File: config.mk
export PLATFORM = sky130hd
export DESIGN_NAME = icc_channel
export DESIGN_NICKNAME = d
export VERILOG_FILES = /design/src/include/icc_pkg.sv /design/src/core/icc_fifo.sv /design/src/core/icc_channel.sv
export SDC_FILE = /design/constraint.sdc
export NUM_CORES = 1
export LEC_CHECK = 0
export BUFFER_PORTS_ARGS = -buffer_cell sky130_fd_sc_hd__buf_2
export CAP_MARGIN = 20
export CORE_MARGIN = 2
export CORE_UTILIZATION = 30
export DETAILED_ROUTE_END_ITERATION = 8
export RECOVER_POWER = 25
export REMOVE_ABC_BUFFERS = 1
export SYNTH_ARGS = -nofsm -noshare
export SYNTH_HDL_FRONTEND = slang
export SYNTH_HIERARCHICAL = 1
export SYNTH_SLANG_ARGS = --single-unit
File: constraint.sdc
create_clock -name clk -period 4.2 [get_ports clk]
set_clock_uncertainty 0.2 [all_clocks]
set_input_delay 0.63 -clock clk [delete_from_list [all_inputs] [get_ports clk]]
set_output_delay 0.63 -clock clk [all_outputs]
set_load 0.02 [all_outputs]
File: src/include/icc_pkg.sv
// Constants, register map and types of the input capture channel.
// Assumes a classic Wishbone slave with 32-bit data and byte addresses.
// Function
// (RULE1) Falling mode captures every falling edge
// (RULE2) Rising mode captures every rising edge
// (RULE3) Divide-by-four mode captures every fourth rise
// (RULE4) Divide-by-sixteen mode captures every sixteenth rise
// (RULE5) Both-edges mode captures rise and fall
// (RULE6) Wake mode flags edges during sleep/idle
// (RULE7) Own 16-bit synchronous up-counting timer
// (RULE8) Capture pushes own timer value
// (RULE9) Timer readable, lags live count slightly
// (RULE10) Cascade out/in pairs timers to 32 bits
// (RULE11) Five-bit sync source select resets timer
// (RULE12) Four-deep capture buffer read via port
// (RULE13) Interrupt after selected number of captures
// (RULE14) Stop-in-idle bit halts channel in idle
// (RULE15) Three-bit mode field encodes channel modes
// (RULE16) Overflow flag reads one after overflow
// (RULE17) Not-empty bit shows unread captures exist
// (RULE18) Source 111 selects system clock for timer
// (RULE19) Capture into full buffer sets overflow, dropped
// (RULE20) Buffer read returns oldest and removes it
package icc_pkg;
	// ====================================================
	// Register byte offsets
	localparam logic [7:0] ICC_CON1_OFS = 8'h00;
	localparam logic [7:0] ICC_CON2_OFS = 8'h04;
	localparam logic [7:0] ICC_FIFO_OFS = 8'h08;
	localparam logic [7:0] ICC_TMR_OFS  = 8'h0C;
	// ====================================================
	// Control one field positions
	localparam int ICC_SIDL_BIT = 13;
	localparam int ICC_TSEL_LSB = 10;
	localparam int ICC_CPI_LSB  = 5;
	localparam int ICC_OV_BIT   = 4;
	localparam int ICC_NE_BIT   = 3;
	localparam int ICC_MODE_LSB = 0;
	// Control two field positions
	localparam int ICC_CASC_BIT = 8;
	localparam int ICC_SYNC_LSB = 0;
	// ====================================================
	// Reset values
	localparam logic [15:0] ICC_CON1_RST = 16'h0000;
	localparam logic [4:0]  ICC_SYNC_RST = 5'h0D;
	// Buffer depth and timer source code for system clock
	localparam int          ICC_DEPTH    = 4;
	localparam logic [2:0]  ICC_TSEL_SYS = 3'h7;
	// ====================================================
	// Channel modes
	typedef enum logic [2:0] {
		ICC_OFF    = 3'b000,
		ICC_EVERY  = 3'b001,
		ICC_FALL   = 3'b010,
		ICC_RISE   = 3'b011,
		ICC_RISE4  = 3'b100,
		ICC_RISE16 = 3'b101,
		ICC_UNUSED = 3'b110,
		ICC_WAKE   = 3'b111
	} icc_mode_t;
endpackage

File: src/core/icc_fifo.sv
// Four-entry capture buffer with overflow tracking.
// Assumes push and pop are single-cycle pulses in the system clock.
`timescale 1ns/1ps
`default_nettype none
module icc_fifo import icc_pkg::*; (
	// Clock and reset
	input  wire logic        clk,
	input  wire logic        srst,
	// Write side
	input  wire logic        push,
	input  wire logic [15:0] push_data,
	// Read side
	input  wire logic        pop,
	output logic      [15:0] head,
	output logic             not_empty,
	// Overflow control
	input  wire logic        ovf_clr,
	output logic             ovf
);
	// ====================================================
	// Storage
	logic [15:0] mem_q [ICC_DEPTH];  // Entries
	logic [15:0] mem_d [ICC_DEPTH];
	logic [1:0]  wp_q, wp_d;          // Write pointer
	logic [1:0]  rp_q, rp_d;          // Read pointer
	logic [2:0]  cnt_q, cnt_d;        // Fill level
	logic        ovf_q, ovf_d;        // Sticky overflow
	logic        do_push, do_pop;

	// Next state
	always_comb begin
		mem_d   = mem_q;
		wp_d    = wp_q;
		rp_d    = rp_q;
		cnt_d   = cnt_q;
		ovf_d   = ovf_q;
		do_pop  = pop && (cnt_q != 3'd0);
		// Full buffer drops the new value, unless a pop frees room
		do_push = push && ((cnt_q != 3'd4) || do_pop);  // RULE19
		if (ovf_clr) begin
			ovf_d = 1'b0;
		end
		if (push && !do_push) begin
			ovf_d = 1'b1;  // RULE19 RULE16
		end
		if (do_push) begin
			mem_d[wp_q] = push_data;  // RULE12
			wp_d        = wp_q + 2'd1;
		end
		if (do_pop) begin
			rp_d = rp_q + 2'd1;  // RULE20
		end
		cnt_d = cnt_q + {2'd0, do_push} - {2'd0, do_pop};
	end

	// Registers
	always_ff @(posedge clk) begin
		if (srst) begin
			wp_q  <= 2'd0;
			rp_q  <= 2'd0;
			cnt_q <= 3'd0;
			ovf_q <= 1'b0;
		end else begin
			wp_q  <= wp_d;
			rp_q  <= rp_d;
			cnt_q <= cnt_d;
			ovf_q <= ovf_d;
		end
		mem_q <= mem_d;  // Data needs no reset
	end

	assign head      = mem_q[rp_q];
	assign not_empty = (cnt_q != 3'd0);  // RULE17
	assign ovf       = ovf_q;
endmodule
`default_nettype wire

File: src/core/icc_channel.sv
// Input capture channel top: Wishbone slave, timer, edge logic.
// Assumes pin, timer ticks, sync and power states are synchronous to clk.
//
// The implementer's own choices: the register addresses and the Wishbone register port.
`timescale 1ns/1ps
`default_nettype none
module icc_channel import icc_pkg::*; (
	// Clock and reset
	input  wire logic        clk,
	input  wire logic        srst,
	// Wishbone slave
	input  wire logic        wb_cyc_i,
	input  wire logic        wb_stb_i,
	input  wire logic        wb_we_i,
	input  wire logic [7:0]  wb_adr_i,
	input  wire logic [3:0]  wb_sel_i,
	input  wire logic [31:0] wb_dat_i,
	output logic      [31:0] wb_dat_o,
	output logic             wb_ack_o,
	// Capture pin
	input  wire logic        capture_input_pin,
	// Timer clock enables, index by source select
	input  wire logic [7:0]  timer_tick,
	// Sync sources, index by sync select
	input  wire logic [31:0] sync_in,
	// Cascade
	input  wire logic        cascade_in,
	output logic             cascade_out,
	// Power states
	input  wire logic        cpu_idle,
	input  wire logic        cpu_sleep,
	// Interrupt and wake
	output logic             capture_irq,
	output logic             wake_req
);
	// ====================================================
	// Helpers
	function automatic logic is_rd(input logic [7:0] a, input logic [7:0] o);
		return (a == o);
	endfunction

	// Prescaler end test, shared by both divide modes
	function automatic logic pre_last(input logic [3:0] p, input logic [3:0] last);
		return (p == last);
	endfunction

	// ====================================================
	// Register state
	logic [15:0] con1_q, con1_d;      // Control one, writable bits
	logic [4:0]  sync_q, sync_d;      // Sync select
	logic        casc_q, casc_d;      // Cascade enable
	logic [15:0] tmr_q, tmr_d;        // Channel timer
	logic [15:0] tmr_rd_q, tmr_rd_d;  // Read-back copy, one cycle late
	logic        pin_q, pin_d;        // Previous pin level
	logic [3:0]  pre_q, pre_d;        // Rising-edge prescaler
	logic [1:0]  evc_q, evc_d;        // Capture count toward interrupt
	logic        irq_q, irq_d;
	logic        wake_q, wake_d;
	logic        cout_q, cout_d;
	logic        ack_q, ack_d;
	logic [31:0] dat_q, dat_d;

	// Fifo links
	logic        push, pop, ovf_clr, ne, ovf;
	logic [15:0] head;

	// Decoded controls
	icc_mode_t   mode;
	logic        sidl, halted, rise, fall, cap, tick, sync_hit, bus_req;
	logic [2:0]  tsel;
	logic [1:0]  cpi;

	assign mode    = icc_mode_t'(con1_q[ICC_MODE_LSB +: 3]);  // RULE15
	assign sidl    = con1_q[ICC_SIDL_BIT];
	assign tsel    = con1_q[ICC_TSEL_LSB +: 3];
	assign cpi     = con1_q[ICC_CPI_LSB +: 2];
	assign halted  = sidl && cpu_idle;  // RULE14
	// Edges compare the pin with the previous clock's sample
	assign rise    = capture_input_pin && !pin_q;
	assign fall    = !capture_input_pin && pin_q;
	// System clock source counts every cycle
	assign tick    = (tsel == ICC_TSEL_SYS) ? 1'b1 : timer_tick[tsel];  // RULE18
	assign sync_hit = sync_in[sync_q];  // RULE11
	assign bus_req = wb_cyc_i && wb_stb_i && !ack_q;

	// ====================================================
	// Capture event decode
	// A halted channel neither captures nor moves its prescaler
	always_comb begin
		pre_d  = pre_q;
		pin_d  = capture_input_pin;  // Sampled even while off, so enabling sees no stale edge
		cap    = 1'b0;
		wake_d = 1'b0;
		if (!halted) begin
			case (mode)
				// Plain edge modes drop any partial prescale count
				ICC_EVERY: begin
					cap   = rise || fall;  // RULE5
					pre_d = 4'd0;
				end
				ICC_FALL: begin
					cap   = fall;  // RULE1
					pre_d = 4'd0;
				end
				ICC_RISE: begin
					cap   = rise;  // RULE2
					pre_d = 4'd0;
				end
				// Divide modes count rises and capture on the last one
				ICC_RISE4: begin
					if (rise) begin
						pre_d = pre_last(pre_q, 4'd3) ? 4'd0 : pre_q + 4'd1;
						cap   = pre_last(pre_q, 4'd3);  // RULE3
					end
				end
				ICC_RISE16: begin
					if (rise) begin
						pre_d = pre_q + 4'd1;  // Wraps to zero after the sixteenth
						cap   = pre_last(pre_q, 4'd15);  // RULE4
					end
				end
				// Wake mode stores nothing, it only flags the edge
				ICC_WAKE: begin
					wake_d = rise && (cpu_sleep || cpu_idle);  // RULE6
					pre_d  = 4'd0;
				end
				// Off and unused
				default: begin
					pre_d = 4'd0;
				end
			endcase
		end
	end

	// ====================================================
	// Timer, interrupt count, cascade
	always_comb begin
		tmr_d    = tmr_q;
		cout_d   = 1'b0;
		evc_d    = evc_q;
		irq_d    = 1'b0;
		tmr_rd_d = tmr_q;  // RULE9
		// Off and unused modes freeze the timer
		if (mode != ICC_OFF && mode != ICC_UNUSED && !halted) begin
			// A sync pulse wins over a count in the same cycle
			// Cascade input replaces the local tick when paired
			if (sync_hit) begin
				tmr_d = 16'h0000;  // RULE11
			end else if (casc_q ? cascade_in : tick) begin
				tmr_d  = tmr_q + 16'h0001;  // RULE7 RULE10
				cout_d = (tmr_q == 16'hFFFF);  // RULE10
			end
		end
		// Count field holds captures per interrupt minus one
		if (cap) begin
			// Every-edge mode ignores the count field
			if (mode == ICC_EVERY || evc_q == cpi) begin
				irq_d = 1'b1;  // RULE13
				evc_d = 2'd0;
			end else begin
				evc_d = evc_q + 2'd1;
			end
		end
		if (mode == ICC_OFF) begin
			evc_d = 2'd0;
		end
	end
	assign push = cap;  // RULE8

	// ====================================================
	// Wishbone slave: ack one cycle after request
	always_comb begin
		con1_d  = con1_q;
		sync_d  = sync_q;
		casc_d  = casc_q;
		ack_d   = bus_req;
		dat_d   = dat_q;
		pop     = 1'b0;
		ovf_clr = 1'b0;
		if (bus_req && wb_we_i) begin
			if (is_rd(wb_adr_i, ICC_CON1_OFS)) begin
				// Lane 0: mode and count; status bits stay read-only
				if (wb_sel_i[0]) begin
					con1_d[7:0] = wb_dat_i[7:0] & 8'h67;
				end
				if (wb_sel_i[1]) begin
					con1_d[15:8] = wb_dat_i[15:8] & 8'h3C;
				end
				// Turning the channel off clears overflow
				if (wb_sel_i[0] && wb_dat_i[2:0] == 3'b000) begin
					ovf_clr = 1'b1;
				end
			end else if (is_rd(wb_adr_i, ICC_CON2_OFS)) begin
				if (wb_sel_i[0]) begin
					sync_d = wb_dat_i[ICC_SYNC_LSB +: 5];
				end
				// Lane 1 holds only the cascade enable
				if (wb_sel_i[1]) begin
					casc_d = wb_dat_i[ICC_CASC_BIT];
				end
			end
		end else if (bus_req) begin
			// Only a buffer read has a side effect, the pop
			dat_d = 32'h0000_0000;  // Unmapped reads zero
			if (is_rd(wb_adr_i, ICC_CON1_OFS)) begin
				dat_d[15:0] = con1_q;
				dat_d[ICC_OV_BIT] = ovf;  // RULE16
				dat_d[ICC_NE_BIT] = ne;   // RULE17
			end else if (is_rd(wb_adr_i, ICC_CON2_OFS)) begin
				dat_d[ICC_CASC_BIT]      = casc_q;
				dat_d[ICC_SYNC_LSB +: 5] = sync_q;
			end else if (is_rd(wb_adr_i, ICC_FIFO_OFS)) begin
				dat_d[15:0] = head;  // RULE20
				pop = 1'b1;          // RULE20
			end else if (is_rd(wb_adr_i, ICC_TMR_OFS)) begin
				dat_d[15:0] = tmr_rd_q;  // RULE9
			end
		end
	end

	// ====================================================
	// Control registers
	// Only the bus writes these; reset leaves the channel off
	always_ff @(posedge clk) begin
		if (srst) begin
			con1_q <= ICC_CON1_RST;
			sync_q <= ICC_SYNC_RST;
			casc_q <= 1'b0;
		end else begin
			con1_q <= con1_d;
			sync_q <= sync_d;
			casc_q <= casc_d;
		end
	end

	// ====================================================
	// Timer, interrupt count and cascade registers
	always_ff @(posedge clk) begin
		if (srst) begin
			tmr_q    <= 16'h0000;
			tmr_rd_q <= 16'h0000;
			evc_q    <= 2'd0;
			irq_q    <= 1'b0;
			cout_q   <= 1'b0;
		end else begin
			tmr_q    <= tmr_d;
			tmr_rd_q <= tmr_rd_d;
			evc_q    <= evc_d;
			irq_q    <= irq_d;
			cout_q   <= cout_d;
		end
	end

	// ====================================================
	// Edge detect registers
	// Pin sample resets low; a pin that idles high shows a
	// rise here, harmless since the channel is off after reset
	always_ff @(posedge clk) begin
		if (srst) begin
			pin_q  <= 1'b0;
			pre_q  <= 4'h0;
			wake_q <= 1'b0;
		end else begin
			pin_q  <= pin_d;
			pre_q  <= pre_d;
			wake_q <= wake_d;
		end
	end

	// ====================================================
	// Bus reply registers
	always_ff @(posedge clk) begin
		if (srst) begin
			ack_q <= 1'b0;
			dat_q <= 32'h0000_0000;
		end else begin
			ack_q <= ack_d;
			dat_q <= dat_d;
		end
	end

	// ====================================================
	// Capture buffer
	// Pushes the live timer; pops on each buffer read
	icc_fifo u_fifo (
		.clk       (clk),
		.srst      (srst),
		.push      (push),
		.push_data (tmr_q),
		.pop       (pop),
		.head      (head),
		.not_empty (ne),
		.ovf_clr   (ovf_clr),
		.ovf       (ovf)
	);

	// Outputs from flops
	// Registered pulses keep glitches off the bus and the core
	assign wb_ack_o    = ack_q;
	assign wb_dat_o    = dat_q;
	assign capture_irq = irq_q;
	assign wake_req    = wake_q;
	assign cascade_out = cout_q;
endmodule
`default_nettype wire

After elaboration in Yosys (flattened, before gate mapping)
Cells that the tools add are included.
- register bits after elaboration: 146
- output and inout bits: 36
- word-level logic and storage cells: 143
- add/sub/neg operators: 7
- $lt $le $gt $ge: 5
- eq/ne operators: 18
- mux-type cells: 41
- bitwise operators: 9
- reduce and logical (&&, ||, !) cells: 41
- operators with widths (operator ; count):
    $mux 16 ; 8
    $bwmux 64 ; 1
    $bmux 16 s2 ; 1
    $demux 16 s2 ; 1
    $mux 1 ; 19
    $add 16x1->16 const B ; 1
    $eq 16x16->1 const B ; 1
    $eq 8x4->1 const B ; 2
    $logic_and 1x1->1 ; 14
    $eq 3x3->1 const B ; 4
    $mux 4 ; 3
    $reduce_and 3->1 ; 3
    $eq 8x3->1 const B ; 1
    $logic_not 8->1 ; 1
    $pmux 4 s2 ; 1
    $reduce_and 4->1 ; 2
    $mux 7 ; 1
    $not 1->1 ; 7
    $add 2x1->2 const B ; 3
    $eq 3x2->1 const B ; 2
    $ge 3x3->1 const B ; 2
    $logic_not 3->1 ; 2
    $lt 5x6->1 const B ; 1
    $ne 3x3->1 const B ; 2
    other kinds (25) ; 38

Depth between registers and ports, before layout
- depth in word-level cells: 12
- depth in mapped cells: 16

By module
Netlist, hierarchy kept.
- modules (own cells, without submodules) (module ; instances ; cells each ; area an instance (um2) ; sequential area each (um2)):
    icc_channel ; 1 ; 455 ; 3946.3 ; 1481.4
    icc_fifo ; 1 ; 133 ; 2827.7 ; 2082.0

Worst setup path before layout
No wires, ideal clock.
- path type: input-to-reg
- start point: in wb_cyc_i
- end point: reg u_fifo.cnt_q[2]
- data arrival time: 3.540 ns
- setup slack: 0.383 ns
- stages: 16
- cell sequence: nand2_1 or3_1 clkbuf_1 clkbuf_1 nor4_1 nor4b_4 nor2b_4 inv_1 ha_1 inv_1 ha_1 inv_1 fa_1 xor2_1 and2_1 nor3_1
- cells in the longest elaborated chain, start to end: 9
- elaborated cells between the ends (all ways): 10
- classes of those cells: 2 x add/sub; 2 x mux; 6 x reduce/logical
- RTL lines (element ; line ; source):
    start: declaration ; icc_channel.sv:12 ; input wire logic wb_cyc_i,
    $logic_and 1x1->1 * (2 in series) ; icc_channel.sv:84 ; assign bus_req = wb_cyc_i && wb_stb_i && !ack_q;
    $mux 1 or $logic_and 1x1->1 (tied branches) ; icc_channel.sv:202, icc_channel.sv:180 ;
    $mux 1 * ; icc_channel.sv:180 ; if (bus_req && wb_we_i) begin
    named net pop ; icc_channel.sv:64 ; logic push, pop, ovf_clr, ne, ovf;
    $logic_and 1x1->1 * ; icc_fifo.sv:37 ; do_pop = pop && (cnt_q != 3'd0);
    $logic_or 1x1->1 ; icc_fifo.sv:39 ; do_push = push && ((cnt_q != 3'd4) || do_pop);
    $logic_and 1x1->1 ; icc_fifo.sv:39 ;
    $add 3x1->3 ; icc_fifo.sv:53 ; cnt_d = cnt_q + {2'd0, do_push} - {2'd0, do_pop};
    $sub 3x1->3 * ; icc_fifo.sv:53 ;
    end signal: assignment ; icc_fifo.sv:66 ; cnt_q <= cnt_d;
    end: declaration ; icc_fifo.sv:26 ; logic [2:0] cnt_q, cnt_d;
The timed path passes the listed nets; every way through them passes the cells marked *.
A chain may end at the register's enable or synchronous reset.

Worst setup path after layout
- start point: reg pre_q[0]
- end point: reg u_fifo.cnt_q[2]
- cells in the longest elaborated chain, start to end: 7
- elaborated cells between the ends (all ways): 9
- classes of those cells: 2 x add/sub; 2 x eq/ne; 4 x mux; 1 x reduce/logical
- RTL lines (element ; line ; source):
    start: declaration ; icc_channel.sv:55 ; logic [3:0] pre_q, pre_d;
    start signal: assignment ; icc_channel.sv:265 ; pre_q <= pre_d;
    $eq 4x4->1 or $eq 4x2->1 (tied branches) ; icc_channel.sv:44 ; return (p == last);
    $mux 1, on equally long branches ; icc_channel.sv:117, icc_channel.sv:111 ;
    $pmux 1 s5 * ; icc_channel.sv:95 ; case (mode)
    $mux 1 * ; icc_channel.sv:94 ; if (!halted) begin
    named net cap ; icc_channel.sv:69 ; logic sidl, halted, rise, fall, cap, tick, sync_hit, bus_req;
    $logic_and 1x1->1 * ; icc_fifo.sv:39 ;
    $add 3x1->3 * ; icc_fifo.sv:53 ;
    $sub 3x1->3 * ; icc_fifo.sv:53 ;
Marked as above.

==> run summary <==
Pleak: 3.01 nW
I/O Pins: 129
global route total overflow: 0
Max FO, Critical Path: 3
Final #Nets: 782
IO buf count: 89
Initial Util: 0.308
CTS max path bufs: 2
final antenna-violating net count: 0
Int Power: 2.38 mW
Seq pwr share: 0.489
most common cell in the synthesized netlist: dfxtp_1
Hold Fails Final Rpt: 0
Avg Cell Area, Syn: 11.5 um2
crit end category: flop
Period minus WS final: 3430 ps
detailed-route via count: 4886
vias in the first global route: 4505
first-pass GRT wire length: 25000 um
Arrival @ worst endpoint: 3580 ps
Comb power frac: 0.040
buffer and inverter count on the worst path: 3
Ant. Diodes: 0
area of the core: 0.0220 mm2
synth top area cells: edfxtp_1, dfxtp_1, mux2i_1
Pins Over Slew Limit: 0
clk sinks: 146
Setup Fix Bufs, Post-CTS: 0
Chip Height: 154 um
die width: 154 um
period utilization: 0.817
Net Sw Power: 626 uW
Layout area overhead: 18.5%
GRT Total Usage: 0.136
CP startpoint kind: flop
share of cells above drive strength 1: 0.250
Finished Layout Cells: 971
# rows: 54
Post-CTS Resized: 0
RSZ-0062 raised after global routing: no
GPL Wtd Cong: 0.806
most frequent cells after synthesis: dfxtp_1, edfxtp_1, nor2_1
worst vdd ir: 0.229 mV
Worst-Skew Late Latency: 430 ps
Net Sw Frac: 0.208
worst r2r src: pre_q[0]
Synth async-reset ratio: 0
H-tree depth: 4
dpl cells: 938
status: complete, no violations
Pwr Density: 375 mW/mm2
crit-path leading delay family: simple AND/OR/NAND/NOR gates
Root Buffer: clkbuf_16
slowest CP cell: fa_1
relative max-transition margin: 0.340
Hold Crit Start: wb_dat_i[3]
antenna violations before repair: 0
Pwr Total: 3.01 mW
max-cap viol count: 0
DRT Pass-1 Iters: 6
CTS Hold Bufs: 0
Worst Tran Pin Value: 985 ps
Cell variety after synth: 63
worst-path cell chain: ha_1 -> nor4b_1 -> a22o_1 -> a21oi_1 -> nor3_2 -> nor2b_4 -> inv_1 -> ha_1 -> inv_1 -> ha_1 -> inv_1 -> fa_1 -> xor2_1 -> and2_1 -> nor3_1
register area share after synthesis: 0.526
Die ar.: 0.0238 mm2
DP HPWL: 10800 um
FF+latch count, synth: 146
Clock Pin Slew Worst Setup and Hold Paths: 50 ps
DRT iter0 DRCs: 405
Setup CP Type: reg -> reg
CTS Buf Count: 17
WL/cell: 16.5 um
final setup violation count: 0
Worst EP required: 4350 ps
slowest cell delay on critical path: 400 ps
ys flop type: dfxtp_1
setup_tns: 0 ps
Hold Crit Class: in -> reg
CTS tree: yes
cell count after synthesis: 588
Post-synth EDFFs: 64
Total Wirelength: 16100 um
Worst Setup SP: pre_q[0]
post-synth top area share: 0.284
Syn. warnings: 6
drt via density: 5.03
largest net degree at the start of global routing: 45
Residual DRC: 0
synthesized area: 0.00677 mm2
clock share of power: 0.471
register-to-register path setup slack: 770 ps
fmax: 291 MHz
Synth area leader: edfxtp_1
cells by family after synthesis:
kind of cell	synth area share
buffers and inverters	0.0488
DFF	0.526
other	0.000554
adders and majority gates	0.0214
AOI/OAI and AO/OA	0.0789
xor gates and xnor gates	0.0116
muxes	0.134
and+or+nand+nor	0.178
registers in the layout (all words and copies together) (netlist names):
register	count
tmr_q	16
cascade_out	1
casc_q	1
u_fifo/wp_q	2
pre_q	4
capture_irq	1
pin_q	1
wb_ack_o	1
u_fifo/mem_q	64
wb_dat_o	16
tmr_rd_q	16
u_fifo/rp_q	2
con1_q	9
evc_q	2
sync_q	5
u_fifo/ovf	1
u_fifo/cnt_q	3
wake_req	1
power groups by stage:
stage                     registers (mW)  clock network, mW  logic (mW)
after CTS                           1.47               1.45       0.120
after global routing                1.47               1.52       0.131
after floorplan                     1.50                  0      0.0502
final                               1.47               1.42       0.119
after detailed placement            1.50                  0       0.119
after global placement              1.50                  0       0.118
routing by layer:
layer  vias up  track usage  share of wire
met2       150        0.215           0.46
met3        11       0.0409          0.058
li1       2364            -              -
met5         -            0              0
met1      2361        0.184           0.48
met4         0       0.0295         0.0085
layout by cell type (no fill, tap or decap), types with 12 or more instances in the layout:
| cell type | instances |
|---|---|
| nor2_1 | 46 |
| a22oi_1 | 16 |
| a21oi_1 | 12 |
| dfxtp_1 | 82 |
| nand2_1 | 45 |
| nor2b_1 | 18 |
| edfxtp_1 | 64 |
| buf_2 | 89 |
| conb_1 | 16 |
| nor4_1 | 16 |
| inv_1 | 13 |
| mux2i_1 | 35 |
| clkbuf_16 | 17 |
| mux4_2 | 13 |
| nand3_1 | 24 |
| buf_4 | 13 |
worst min-delay path, delay by kind of cell:
kind                   cells  cell delay (ps)
muxes                      1               60
and+or+nand+nor            1               60
buffers and inverters      1               70
stage by stage:
stage | hold slack, ps | area (um2) | setup slack (ps) | util
floorplan | 260 | 6550 | 527 | -
global placement | 239 | 7480 | 396 | 0.339
detailed placement | 249 | 7480 | 346 | 0.339
CTS | 219 | 8020 | 746 | 0.364
global route | 238 | 8030 | 540 | 0.365
finish | 228 | 8030 | 768 | 0.365
worst paths after layout:
kind / to / cells past startpoint
worst max register to register: u_fifo/cnt_q[2] / 15
worst max-delay path: u_fifo/cnt_q[2] / 15
worst min-delay path: sync_q[3] / 3
worst min register to register: wb_dat_o[10] / 2
cell type report:
class / count / area [um2]
fillers: 2170 / 14000
flip-flops and latches: 146 / 3560
multi-input cells: 395 / 2950
repair buffers: 104 / 578
clock buffers: 24 / 452
well taps: 280 / 350
clock inverters: 8 / 87.6
inverters: 14 / 52.6
Note: power is estimated with default switching activity, not from simulation.
